`config.mk`:
```
export PLATFORM = sky130hd
export DESIGN_NAME = eewr_target
export DESIGN_NICKNAME = d
export VERILOG_FILES = /design/src/hw/eewr_fifo.v /design/src/hw/eewr_page.v /design/src/hw/eewr_target.v
export VERILOG_INCLUDE_DIRS = /design/src /design/src/hw
export SDC_FILE = /design/constraint.sdc
export NUM_CORES = 1
export LEC_CHECK = 0
export ABC_CLOCK_PERIOD_IN_PS = 3600
export BUFFER_PORTS_ARGS = -buffer_cell sky130_fd_sc_hd__buf_2
export CAP_MARGIN = 30
export CORE_ASPECT_RATIO = 1.5
export CORE_MARGIN = 2
export CORE_UTILIZATION = 50
export CTS_CLUSTER_DIAMETER = 100
export DETAILED_ROUTE_END_ITERATION = 12
export PLACE_DENSITY = 0.73
export REMOVE_ABC_BUFFERS = 1
export SLEW_MARGIN = 10
export SYNTH_ARGS = -nofsm -noshare
export SYNTH_HDL_FRONTEND = slang
export SYNTH_HIERARCHICAL = 1
export SYNTH_SLANG_ARGS = --single-unit
```
`constraint.sdc`:
```
create_clock -name core_clk -period 3.6 [get_ports core_clk]
set_input_delay 0.36 -clock core_clk [delete_from_list [all_inputs] [get_ports core_clk]]
set_output_delay 0.36 -clock core_clk [all_outputs]
set_load 0.05 [all_outputs]
```
`src/hw/eewr_map.vh`:
```
// constants for the two-wire eeprom write target
`ifndef EEWR_MAP_VH
`define EEWR_MAP_VH

// ==========================================================
// address byte layout
`define EEWR_TYPE_MSB      7
`define EEWR_TYPE_LSB      4
`define EEWR_SEL_MSB       3
`define EEWR_SEL_LSB       1
`define EEWR_RW_BIT        0
// arbitrary neutral value, not a real part code
`define EEWR_TYPE_CODE     4'h5

// ==========================================================
// array and page layout
`define EEWR_ADDR_W        15
`define EEWR_HI_MSB        14
`define EEWR_HI_LSB        8
`define EEWR_PAGE_MSB      14
`define EEWR_PAGE_LSB      6
`define EEWR_OFS_W         6
`define EEWR_PAGE_BYTES    64
`define EEWR_BYTE_BITS     8

// ==========================================================
// timing
`define EEWR_CLK_KHZ       40000
`define EEWR_WC_TIME_US    5000
// 5 ms in 25 ns core clock cycles, sized for the 24-bit timer
`define EEWR_WC_CYCLES     24'd200000
`define EEWR_NOISE_NS      100
// 100 ns in core clock cycles, sized for the 3-bit filter count
`define EEWR_NOISE_CYCLES  3'd4

// ==========================================================
// reset values
`define EEWR_ADDR_RST      15'h0000
`define EEWR_BYTE_RST      8'h00

`endif

```
`src/hw/eewr_fifo.v`:
```
// small valid/ready fifo between the bus engine and the page buffer
`timescale 1ns/1ps
`include "eewr_map.vh"

module eewr_fifo #(
  parameter W  = 14,
  parameter D  = 4,
  parameter AW = 2
) (
  // clock, reset, enable
  input  wire          core_clk,
  input  wire          rst_n,
  input  wire          ce,
  // fill side
  input  wire          in_valid,
  input  wire [W-1:0]  in_data,
  output wire          in_ready,
  // drain side
  output wire          out_valid,
  output wire [W-1:0]  out_data,
  input  wire          out_ready
);

  reg  [W-1:0]  mem [0:D-1];
  reg  [AW:0]   wr_ptr_reg;
  reg  [AW:0]   rd_ptr_reg;
  wire          do_push;
  wire          do_pop;

  // full when pointers differ only in the wrap bit
  assign in_ready  = !((wr_ptr_reg[AW-1:0] == rd_ptr_reg[AW-1:0]) &&
                       (wr_ptr_reg[AW] != rd_ptr_reg[AW]));
  assign out_valid = (wr_ptr_reg != rd_ptr_reg);
  assign out_data  = mem[rd_ptr_reg[AW-1:0]];
  assign do_push   = ce && in_valid && in_ready;
  assign do_pop    = ce && out_valid && out_ready;

  always @(posedge core_clk) begin
    if (!rst_n) begin
      wr_ptr_reg <= {(AW+1){1'b0}};
      rd_ptr_reg <= {(AW+1){1'b0}};
    end else begin
      if (do_push) begin
        wr_ptr_reg <= wr_ptr_reg + 1'b1;
      end
      if (do_pop) begin
        rd_ptr_reg <= rd_ptr_reg + 1'b1;
      end
    end
  end

  always @(posedge core_clk) begin
    if (do_push) begin
      mem[wr_ptr_reg[AW-1:0]] <= in_data;
    end
  end

endmodule

```
`src/hw/eewr_page.v`:
```
// 64-byte page buffer and internally timed programming cycle
`timescale 1ns/1ps
`include "eewr_map.vh"

module eewr_page #(
  parameter [23:0] PROG_CYCLES = `EEWR_WC_CYCLES
) (
  // clock, reset, enable
  input  wire        core_clk,
  input  wire        rst_n,
  input  wire        ce,
  // control from the bus engine
  input  wire        clear,
  input  wire        commit,
  input  wire [8:0]  page_base,
  // byte stream: offset and data
  input  wire        in_valid,
  input  wire [13:0] in_data,
  output wire        in_ready,
  // state and array write port
  output wire        busy,
  output reg         mem_wr_en,
  output reg  [14:0] mem_wr_addr,
  output reg  [7:0]  mem_wr_data
);

  localparam ST_FILL = 1'b0;
  localparam ST_PROG = 1'b1;

  reg  [7:0]  page_mem [0:`EEWR_PAGE_BYTES-1];
  reg  [63:0] vld_reg;
  reg         state_reg;
  reg  [6:0]  idx_reg;
  reg  [23:0] tmr_reg;
  reg  [8:0]  base_reg;

  assign in_ready = (state_reg == ST_FILL);
  assign busy     = (state_reg == ST_PROG);

  always @(posedge core_clk) begin
    if (ce && in_valid && in_ready) begin
      page_mem[in_data[13:8]] <= in_data[7:0];
    end
  end

  always @(posedge core_clk) begin
    if (!rst_n) begin
      state_reg   <= ST_FILL;
      vld_reg     <= 64'h0;
      idx_reg     <= 7'h00;
      tmr_reg     <= 24'h000000;
      base_reg    <= 9'h000;
      mem_wr_en   <= 1'b0;
      mem_wr_addr <= `EEWR_ADDR_RST;
      mem_wr_data <= `EEWR_BYTE_RST;
    end else if (ce) begin
      mem_wr_en <= 1'b0;
      case (state_reg)
        ST_FILL: begin
          if (clear) begin
            vld_reg <= 64'h0;
          end else if (commit) begin
            state_reg <= ST_PROG;
            base_reg  <= page_base;
            idx_reg   <= 7'h00;
            tmr_reg   <= 24'h000000;
          end else if (in_valid) begin
            // a wrapped offset simply overwrites the earlier byte
            vld_reg[in_data[13:8]] <= 1'b1;
          end
        end
        ST_PROG: begin
          tmr_reg <= tmr_reg + 24'h000001;
          if (!idx_reg[6]) begin
            idx_reg <= idx_reg + 7'h01;
            if (vld_reg[idx_reg[5:0]]) begin
              mem_wr_en   <= 1'b1;
              mem_wr_addr <= {base_reg, idx_reg[5:0]};
              mem_wr_data <= page_mem[idx_reg[5:0]];
            end
          end
          if (tmr_reg == PROG_CYCLES - 24'h000001) begin
            state_reg <= ST_FILL;
            vld_reg   <= 64'h0;
          end
        end
        default: begin
          state_reg <= ST_FILL;
        end
      endcase
    end
  end

endmodule

```
`src/hw/eewr_target.v`:
```
// two-wire bus target: addressing, acknowledge and page write sequencing
//
// Function
// - address byte: 4-bit type code, 3-bit select high to low, direction
// - wrong type or select code returns to standby, line stays released
// - direction zero starts a write, one starts a read
// - matching address byte gets a zero acknowledge, then the transaction
// - start is data falling with clock high; every transaction begins so
// - stop is data rising with clock high; ends a read into standby
// - stop in a write launches the timed programming cycle, then standby; here only once at least one data byte has been accepted
// - bus activity is ignored while programming runs
// - ninth clock: receiver drives acknowledge low, sender releases line
// - read byte: release on ninth clock, zero acknowledge gives next byte
// - no-acknowledge then stop ends a read into standby
// - no acknowledge and no stop: line stays released, no more bytes
// - write takes two memory address bytes then data, each acknowledged
// - further data bytes replace the stop; up to 64 go in one cycle
// - six low address bits step per byte and wrap inside the page
// - protect high: address bytes acked, first data nacked, nothing written
// - protect low: every location may be written
// - reads work whatever the protect level
// - an unconnected select strap compares as low
// - data sampled on clock rise, driven after clock fall
// - address byte is nacked while programming, acked after it
// - programming ends at most 5 ms after the stop
// - read data leaves most significant bit first
`timescale 1ns/1ps
`include "eewr_map.vh"

module eewr_target #(
  parameter [23:0] PROG_CYCLES = `EEWR_WC_CYCLES,
  parameter        FIFO_DEPTH  = 4,
  parameter        FIFO_AW     = 2
) (
  // clock, reset, enable
  input  wire        core_clk,
  input  wire        rst_n,
  input  wire        ce,
  // bus pins
  input  wire        scl_in,
  input  wire        sda_in,
  output wire        sda_out,
  output wire        sda_oe,
  // straps and protect
  input  wire [2:0]  strap_select_pins,
  input  wire [2:0]  strap_open,
  input  wire        wp,
  // array read port
  output wire [14:0] mem_rd_addr,
  input  wire [7:0]  mem_rd_data,
  // array write port
  output wire        mem_wr_en,
  output wire [14:0] mem_wr_addr,
  output wire [7:0]  mem_wr_data,
  // status
  output wire        prog_busy,
  output reg         write_refused
);

  // ==========================================================
  // states
  localparam [2:0] ST_IDLE = 3'd0;
  localparam [2:0] ST_DEV  = 3'd1;
  localparam [2:0] ST_AHI  = 3'd2;
  localparam [2:0] ST_ALO  = 3'd3;
  localparam [2:0] ST_WDAT = 3'd4;
  localparam [2:0] ST_RDAT = 3'd5;

  localparam [2:0] NOISE_N = `EEWR_NOISE_CYCLES;

  // ==========================================================
  // glitch filter: a level is taken after NOISE_N stable cycles
  function [3:0] filt_next;
    input       raw;
    input [3:0] cur;
    begin
      if (raw == cur[3]) begin
        filt_next = {cur[3], 3'd0};
      end else if (cur[2:0] == NOISE_N - 3'd1) begin
        filt_next = {raw, 3'd0};
      end else begin
        filt_next = {cur[3], cur[2:0] + 3'd1};
      end
    end
  endfunction

  // ==========================================================
  // pin synchronisers
  reg        scl_m_reg;
  reg        scl_s_reg;
  reg        sda_m_reg;
  reg        sda_s_reg;
  reg        wp_m_reg;
  reg        wp_s_reg;
  reg  [5:0] strap_m_reg;
  reg  [5:0] strap_s_reg;
  reg  [3:0] scl_f_reg;
  reg  [3:0] sda_f_reg;
  reg        scl_p_reg;
  reg        sda_p_reg;

  always @(posedge core_clk) begin
    if (!rst_n) begin
      scl_m_reg   <= 1'b1;
      scl_s_reg   <= 1'b1;
      sda_m_reg   <= 1'b1;
      sda_s_reg   <= 1'b1;
      wp_m_reg    <= 1'b0;
      wp_s_reg    <= 1'b0;
      strap_m_reg <= 6'h00;
      strap_s_reg <= 6'h00;
      scl_f_reg   <= 4'h8;
      sda_f_reg   <= 4'h8;
      scl_p_reg   <= 1'b1;
      sda_p_reg   <= 1'b1;
    end else if (ce) begin
      scl_m_reg   <= scl_in;
      scl_s_reg   <= scl_m_reg;
      sda_m_reg   <= sda_in;
      sda_s_reg   <= sda_m_reg;
      wp_m_reg    <= wp;
      wp_s_reg    <= wp_m_reg;
      strap_m_reg <= {strap_open, strap_select_pins};
      strap_s_reg <= strap_m_reg;
      scl_f_reg   <= filt_next(scl_s_reg, scl_f_reg);
      sda_f_reg   <= filt_next(sda_s_reg, sda_f_reg);
      scl_p_reg   <= scl_f_reg[3];
      sda_p_reg   <= sda_f_reg[3];
    end
  end

  wire scl_q = scl_f_reg[3];
  wire sda_q = sda_f_reg[3];
  wire bus_start = scl_q && scl_p_reg && sda_p_reg && !sda_q;
  wire bus_stop  = scl_q && scl_p_reg && !sda_p_reg && sda_q;
  wire scl_rise  = scl_q && !scl_p_reg;
  wire scl_fall  = !scl_q && scl_p_reg;
  // an open strap is forced low before the compare
  wire [2:0] strap_eff = strap_s_reg[2:0] & ~strap_s_reg[5:3];

  // ==========================================================
  // bus engine
  reg  [2:0]  state_reg;
  reg  [3:0]  bit_cnt_reg;
  reg  [7:0]  shift_reg;
  reg  [7:0]  out_reg;
  reg  [14:0] addr_reg;
  reg         oe_reg;
  reg         ack_ph_reg;
  reg         rx_ack_reg;
  reg         had_data_reg;
  reg         push_reg;
  reg  [13:0] push_data_reg;
  reg         commit_reg;
  reg         clear_reg;
  wire        fifo_ready;
  wire        busy;
  wire        dev_match;

  assign dev_match = (shift_reg[`EEWR_TYPE_MSB:`EEWR_TYPE_LSB] == `EEWR_TYPE_CODE) &&
                     (shift_reg[`EEWR_SEL_MSB:`EEWR_SEL_LSB] == strap_eff);

  always @(posedge core_clk) begin
    if (!rst_n) begin
      state_reg     <= ST_IDLE;
      bit_cnt_reg   <= 4'd0;
      shift_reg     <= `EEWR_BYTE_RST;
      out_reg       <= `EEWR_BYTE_RST;
      addr_reg      <= `EEWR_ADDR_RST;
      oe_reg        <= 1'b0;
      ack_ph_reg    <= 1'b0;
      rx_ack_reg    <= 1'b0;
      had_data_reg  <= 1'b0;
      push_reg      <= 1'b0;
      push_data_reg <= 14'h0000;
      commit_reg    <= 1'b0;
      clear_reg     <= 1'b0;
      write_refused <= 1'b0;
    end else if (ce) begin
      push_reg      <= 1'b0;
      commit_reg    <= 1'b0;
      clear_reg     <= 1'b0;
      write_refused <= 1'b0;
      if (bus_start) begin
        // restart address reception from bit zero
        state_reg   <= ST_DEV;
        bit_cnt_reg <= 4'd0;
        oe_reg      <= 1'b0;
        ack_ph_reg  <= 1'b0;
        rx_ack_reg  <= 1'b0;
      end else if (bus_stop) begin
        if (state_reg == ST_WDAT && had_data_reg) begin
          commit_reg <= 1'b1;
        end
        state_reg  <= ST_IDLE;
        oe_reg     <= 1'b0;
        ack_ph_reg <= 1'b0;
      end else if (state_reg != ST_IDLE && scl_rise) begin
        if (bit_cnt_reg != 4'd8) begin
          shift_reg   <= {shift_reg[6:0], sda_q};
          bit_cnt_reg <= bit_cnt_reg + 4'd1;
        end else begin
          bit_cnt_reg <= 4'd0;
          if (state_reg == ST_RDAT && !rx_ack_reg) begin
            if (sda_q) begin
              // no acknowledge: stay released until start or stop
              state_reg <= ST_IDLE;
            end else begin
              addr_reg <= addr_reg + 15'h0001;
            end
          end
        end
      end else if (state_reg != ST_IDLE && scl_fall) begin
        if (bit_cnt_reg == 4'd8 && !ack_ph_reg) begin
          ack_ph_reg <= 1'b1;
          case (state_reg)
            ST_DEV: begin
              // a busy device stays silent, which reads as a nack
              if (dev_match && !busy) begin
                oe_reg     <= 1'b1;
                rx_ack_reg <= 1'b1;
                state_reg  <= shift_reg[`EEWR_RW_BIT] ? ST_RDAT : ST_AHI;
              end else begin
                state_reg <= ST_IDLE;
              end
            end
            ST_AHI: begin
              addr_reg[`EEWR_HI_MSB:`EEWR_HI_LSB] <= shift_reg[6:0];
              oe_reg     <= 1'b1;
              rx_ack_reg <= 1'b1;
              state_reg  <= ST_ALO;
            end
            ST_ALO: begin
              addr_reg[7:0] <= shift_reg;
              oe_reg        <= 1'b1;
              rx_ack_reg    <= 1'b1;
              had_data_reg  <= 1'b0;
              clear_reg     <= 1'b1;
              state_reg     <= ST_WDAT;
            end
            ST_WDAT: begin
              // protect is read live, so it must not move mid-page
              if (!wp_s_reg && fifo_ready) begin
                push_reg      <= 1'b1;
                push_data_reg <= {addr_reg[`EEWR_OFS_W-1:0], shift_reg};
                addr_reg[`EEWR_OFS_W-1:0] <= addr_reg[`EEWR_OFS_W-1:0] + 6'h01;
                had_data_reg  <= 1'b1;
                oe_reg        <= 1'b1;
                rx_ack_reg    <= 1'b1;
              end else begin
                write_refused <= 1'b1;
                had_data_reg  <= 1'b0;
                state_reg     <= ST_IDLE;
              end
            end
            ST_RDAT: begin
              oe_reg     <= 1'b0;
              rx_ack_reg <= 1'b0;
            end
            default: begin
              state_reg <= ST_IDLE;
            end
          endcase
        end else if (bit_cnt_reg == 4'd0 && ack_ph_reg) begin
          ack_ph_reg <= 1'b0;
          rx_ack_reg <= 1'b0;
          if (state_reg == ST_RDAT) begin
            out_reg <= mem_rd_data;
            oe_reg  <= ~mem_rd_data[7];
          end else begin
            oe_reg <= 1'b0;
          end
        end else if (state_reg == ST_RDAT && !ack_ph_reg) begin
          oe_reg <= ~out_reg[3'd7 - bit_cnt_reg[2:0]];
        end
      end
    end
  end

  // ==========================================================
  // write path: fifo then page buffer
  wire        pg_valid;
  wire [13:0] pg_data;
  wire        pg_ready;

  eewr_fifo #(
    .W  (14),
    .D  (FIFO_DEPTH),
    .AW (FIFO_AW)
  ) u_fifo (
    .core_clk  (core_clk),
    .rst_n     (rst_n),
    .ce        (ce),
    .in_valid  (push_reg),
    .in_data   (push_data_reg),
    .in_ready  (fifo_ready),
    .out_valid (pg_valid),
    .out_data  (pg_data),
    .out_ready (pg_ready)
  );

  eewr_page #(
    .PROG_CYCLES (PROG_CYCLES)
  ) u_page (
    .core_clk    (core_clk),
    .rst_n       (rst_n),
    .ce          (ce),
    .clear       (clear_reg),
    .commit      (commit_reg),
    .page_base   (addr_reg[`EEWR_PAGE_MSB:`EEWR_PAGE_LSB]),
    .in_valid    (pg_valid),
    .in_data     (pg_data),
    .in_ready    (pg_ready),
    .busy        (busy),
    .mem_wr_en   (mem_wr_en),
    .mem_wr_addr (mem_wr_addr),
    .mem_wr_data (mem_wr_data)
  );

  // open drain: only ever pulls low
  assign sda_out     = 1'b0;
  assign sda_oe      = oe_reg;
  assign mem_rd_addr = addr_reg;
  assign prog_busy   = busy;

endmodule

```
==> results.md, run 1 <==
* Outcome: completed
* Leak at 13.2 nW
* CTS sink count at 793
* Seq/Total Area, Yosys at 0.663
* Iteration count of the initial detailed-routing pass at 7
* Footprint of the multi-input gates at 10,100 µm²
* Syn_area_per_cell at ~15 µm²
* CTS tree: done
* Initial antenna violation count at 0
* Power Dens Cells at 479 nW/µm²
* Post-Layout Cell Count at around 3,300
* Number of global-route vias before repair at 19,800
* Grt met2 use at 0.404
* Syn Inst Count at 2,213
* Most used DFF post-synth: edfxtp_1
* WL/cell at ~24 µm
* CP endpoint kind: register
* Most frequent cells in the layout: edfxtp_1, nor2_1, dfxtp_1
* Register area at 21,600 µm²
* Final Hold Vio Count at 0
* CTS H-tree lvls at 3
* Routed via count at 19,700
* Clock Tree Buf Depth at 3
* Total congestion overflow at 0
* Worst setup SP type: register
* YS warnings at 6
* Worst-skew pair later-pin latency at 0.62 ns
* Die W at 212 µm
* Drt total wl at 77,000 µm
* Fill cells at 5,068
* Worst Setup Path Type: reg2reg
* Crit path DAT at 3.46 ns
* Pwr Total at 17.5 mW
* Final clock skew at 0.0248 ns
* Met3 Use GR at 0.0325
* Gp weighted congestion at 0.894
* Port Buffers at just over 60
* Synth-to-layout area growth at 12.1%
* Max_cap viols at 0
* Peak supply drop at 366 µV
* Initial Util at 0.505
* Synth Register Bits at 793
* Most common cell after layout, fill and taps aside: edfxtp_1
* Ys async rst share at 0
* DRC at 0
* Ant diodes at 0
* Final max-slew violation count at 0
* Endpoints failing setup at 0
* Num rows at 114
* Worst min-delay path category: in2reg
* Clock root buffer: clkbuf_16
* Post-layout util at 0.566
* Largest register FFs at 512
* Layout Nets at 2,381
* GRT Util Overall at 0.232
* Setup repair after global routing missed its margin: no
* Die height at 316 µm
* 1st-iter DRT viols at approximately 1,900
* Critical path data required time at between 3 and 4 ns
* Crit Path Max Fanout at 8
* Top Usage Layer GRT: met2
* First-pass GRT wire length at 117,000 µm
* Placed insts at between 3,000 and 4,000
* Antenna viol nets, final at 0
* Min cycle time layout at 3.22 ns
* Hold_ws at 0.0406 ns
* Proportion of layout cells with a drive suffix above 1 at 0.196
* Netlist cell types at 91
* Worst-margin pin slew at slightly above 0.8 ns
* DR vias/cell at 6.03
* CTS Buf Count at 75
* Tcrit/Tclk final at 0.895
* Clock slew at reported path FFs at 0.06 ns
* Achievable Freq at 0.310 GHz
* Post-synth EDFFs at 568
* Die Area at 67,200 µm²
* Worst slew margin relative to its limit at 0.443
* Mapped cell area at 32,500 µm²
* Core area at between 60,000 and 70,000 µm²
* Post-DP HPWL at 51,000 µm
* Met1 usage at 0.275
* Pin count of the biggest net entering global routing at 65
* Setup TNS at 0 ns
* IO Pins at 63
[cell type report]
class,count,share of cell area
clock buffers,99,0.0565
clock inverters,36,0.00861
inverters,17,0.00175
multi-input cells,1279,0.276
flip-flops and latches,793,0.591
well taps,870,0.0298
repair buffers,183,0.0362
[path summary, 6_finish.rpt]
kind,slack [ns],depth (start not counted),startpoint,endpoint
min reg2reg,0.44,2,sda_f_reg[2],sda_f_reg[2]
max,0.38,6,u_fifo/wr_ptr_reg[1],u_page/page_mem[47][0]
min,0.04,3,wp,wp_m_reg
max reg2reg,0.38,6,u_fifo/wr_ptr_reg[1],u_page/page_mem[47][0]
[what timing repair did]
action,CTS,global route
setup buffers,0,0
gates resized for setup,0,0
endpoints found under the hold margin,16,0
hold buffers,18,0
[synth_stat cells, types with 9 or more instances]
library cell | n | area share
o21ai_1 | 9 | 0.0014
buf_6 | 18 | 0.0062
clkbuf_1 | 56 | 0.0065
nand2b_1 | 21 | 0.0040
a21oi_1 | 141 | 0.022
xnor2_1 | 15 | 0.0040
dfxtp_1 | 225 | 0.14
mux4_2 | 129 | 0.089
xor2_1 | 19 | 0.0051
nand2_1 | 121 | 0.014
o21ai_2 | 14 | 0.0038
buf_12 | 9 | 0.0055
buf_2 | 17 | 0.0026
a21oi_2 | 11 | 0.0030
nor3_1 | 18 | 0.0028
nand3_1 | 57 | 0.0088
ha_1 | 12 | 0.0046
nor2b_1 | 15 | 0.0029
buf_4 | 16 | 0.0037
a211oi_1 | 10 | 0.0023
nor2_1 | 268 | 0.031
and2_1 | 17 | 0.0033
o21ai_0 | 36 | 0.0055
inv_1 | 13 | 0.0015
a31oi_1 | 9 | 0.0017
nand4_1 | 21 | 0.0040
o22ai_1 | 16 | 0.0031
mux2i_1 | 126 | 0.039
edfxtp_1 | 568 | 0.52
o31ai_1 | 15 | 0.0035
a22oi_1 | 30 | 0.0069
[stage by stage]
step	cell area (µm²)	worst slack, ns
finish	36500	0.378
global placement	33900	0.516
floorplan	31700	-2.91
global route	36500	0.240
CTS	36500	0.464
detailed placement	33900	0.463
[where the power goes]
group	switching (mW)	internal, mW
logic	0.0808	0.0434
registers	0.00556	9.66
clock network	3.29	4.40
total	3.38	14.1
[metal layers]
layer | vias up | part of all wire
li1 | 8750 | -
met1 | 9903 | 0.37
met2 | 876 | 0.51
met3 | 219 | 0.062
met4 | 0 | 0.062
met5 | - | 0
[cells by family after synthesis]
logic type | after synthesis | share of synthesized area
other | 1 | 0.000115
muxes | 268 | 0.135
and+or+nand+nor | 609 | 0.0879
AOI/OAI and AO/OA | 354 | 0.0716
xor gates and xnor gates | 35 | 0.00965
adders and majority gates | 12 | 0.00462
DFF | 793 | 0.663
buffers and inverters | 141 | 0.0285
[critical path, cell delays in order, from the launching register on]
cell and delay, ns:
dfxtp_1 0.47, xor2_1 0.43, nor2_1 0.15, nand2_1 0.11
and3_1 0.34, nand2_1 0.52, nor2_1 0.83
(Power assumes the default switching activity.)
==> run 2, diff against run 1 <==
==> constraint.sdc (replaced) <==
create_clock -name core_clk -period 3.6 [get_ports core_clk]
set_input_delay 0.18 -clock core_clk [delete_from_list [all_inputs] [get_ports core_clk]]
set_output_delay 0.18 -clock core_clk [all_outputs]
set_load 0.05 [all_outputs]
==> run 2 against run 1 <==
Maximum frequency is 0.17% lower. Sequential power about the same. Global-route usage is essentially flat. Utilization is essentially flat. Die area stayed put. Critical path depth unchanged. Largest power group unchanged.
==> results.md, run 2 (synthesis results as in run 1) <==
* Outcome: completed
* Clock slew at reported path FFs at 0.07 ns
* Most common cell after layout, fill and taps aside: edfxtp_1
* Critical path data required time at around 3.8 ns
* Initial antenna violation count at 0
* Worst Path Buf+Inv at 0
* Worst-skew pair later-pin latency at 0.62 ns
* Min cycle time layout at about 3.2 ns
* WL/cell at 23.5 µm
* Gp weighted congestion at 0.898
* Achievable Freq at 0.310 GHz
* Worst setup SP type: register
* Top Family by Delay on Critical Path: simple AND/OR/NAND/NOR gates
* DR vias/cell at about 6
* Max_cap viols at 0
* Initial Util at 0.505
* Crit Path Max Fanout at 8
* Clock root buffer: clkbuf_16
* Die W at 212 µm
* DRC at 0
* CTS sink count at 793
* Final Hold Vio Count at 0
* PostCTS Resize Cnt at 0
* First-pass GRT wire length at between 100,000 and 150,000 µm
* Core area at 64,500 µm²
* Post-CTS setup buffers at 0
* 1st-iter DRT viols at 1,825
* Crit path DAT at 3.47 ns
* Pre-CTS setup slack at 0.509 ns
* CTS H-tree lvls at 3
* CP Cell Sequence: xor2_1, nor2_1, nand2_1, and3_1, nand2_1, nor2_1
* Ant diodes at 0
* Most frequent cells in the layout: edfxtp_1, nor2_1, dfxtp_1
* Tcrit/Tclk final at 0.896
* Final max-slew violation count at 0
* Slowest cell on the critical path: nor2_1
* Routed via count at about 20,000
* Endpoints failing setup at 0
* Final WS setup at approximately 0.37 ns
* Post-DP HPWL at between 50,000 and 60,000 µm
* Leak at 13.2 nW
* Proportion of layout cells with a drive suffix above 1 at 0.196
* Antenna viol nets, final at 0
* Setup repair after global routing missed its margin: no
* Crit-path max cell delay at 0.86 ns
* Worst Setup Path Type: reg2reg
* Port Buffers at just over 60
* IO Pins at 63
* Drt total wl at 76,900 µm
* Beginning of the worst hold path: ce
* Synth-to-layout area growth at 12.2%
* GRT Util Overall at 0.233
* Number of global-route vias before repair at 20,000
* Total congestion overflow at 0
* Power Dens Cells at 479 nW/µm²
* Peak supply drop at 408 µV
* Die Area at 67,200 µm²
* Final clock skew at 0.0284 ns
* Crit path from: u_fifo/wr_ptr_reg[1]
* Worst r2r src: u_fifo/wr_ptr_reg[1]
* Pin count of the biggest net entering global routing at 65
* CTS Buf Count at 73
* Worst slew margin relative to its limit at 0.398
* Iteration count of the initial detailed-routing pass at 6
* Num rows at 114
* CTS tree: done
* Layout Nets at 2,381
* Largest register FFs at a little over 500
* Post-layout util at 0.566
* Worst-margin pin slew at 0.900 ns
* Clock Tree Buf Depth at 3
* CP endpoint kind: register
* Worst min-delay path category: in2reg
* Die height at 316 µm
[run 2: cell types whose count changed in the layout (fill, tap and decap cells not counted), sizes merged]
cell         before  now
clkinv           30   21
clkbuf           99  102
dlygate4sd3      18   20
clkinvlp          1    0
inv              17   18
[run 2: worst reg2reg max path: stages (launching register included)]
cell     delay, ns
dfxtp_1       0.47
xor2_1        0.44
nor2_1        0.13
nand2_1       0.11
and3_1        0.35
nand2_1       0.49
nor2_1        0.86
[run 2: metrics by stage]
| step | cells | total power [mW] | setup TNS (ns) | hold slack, ns | area, µm² |
|---|---|---|---|---|---|
| after floorplan | 2089 | 9.91 | -79.63 | 0.242 | 31700 |
| after global placement | 3123 | 9.96 | 0 | 0.409 | 33900 |
| after detailed placement | 3123 | 9.97 | 0 | 0.405 | 33900 |
| after CTS | 3272 | 17.6 | 0 | 0.0108 | 36500 |
| after global routing | 3273 | 17.9 | 0 | 0.0736 | 36500 |
| final | 3273 | 17.5 | 0 | 0.0366 | 36500 |
[run 2: final timing paths]
path / depth (start not counted) / end / slack, ns
worst max-delay path: 6 / u_page/page_mem[63][2] / 0.37
worst min-delay path: 3 / u_page/tmr_reg[1] / 0.04
worst max register to register: 6 / u_page/page_mem[63][2] / 0.37
worst min register to register: 2 / scl_f_reg[2] / 0.43
[run 2: final cells by class]
class | count | area, µm²
Sequential cell | 793 | 21600
Tap cell | 870 | 1090
Fill cell | 5049 | 28000
Clock inverter | 27 | 289
Clock buffer | 102 | 2090
Multi-Input combinational cell | 1279 | 10100
Inverter | 17 | 63.8
Timing Repair Buffer | 185 | 1350
[run 2: power by group]
part / switching, mW / internal, mW
Combinational: 0.0802 / 0.0435
Sequential: 0.00549 / 9.66
Clock: 3.26 / 4.43
[run 2: timing repair]
item / in CTS / in global routing
endpoints found under the setup margin: 0 / 0
hold buffers: 20 / 0
hold endpoints to repair: 25 / 0
[run 2: routing by layer]
layer	wire (µm)	vias up	track usage
met5	0	-	0
met4	3780	0	0.123
met3	5120	186	0.0362
met2	40100	854	0.412
met1	27900	9884	0.273
li1	-	8727	-
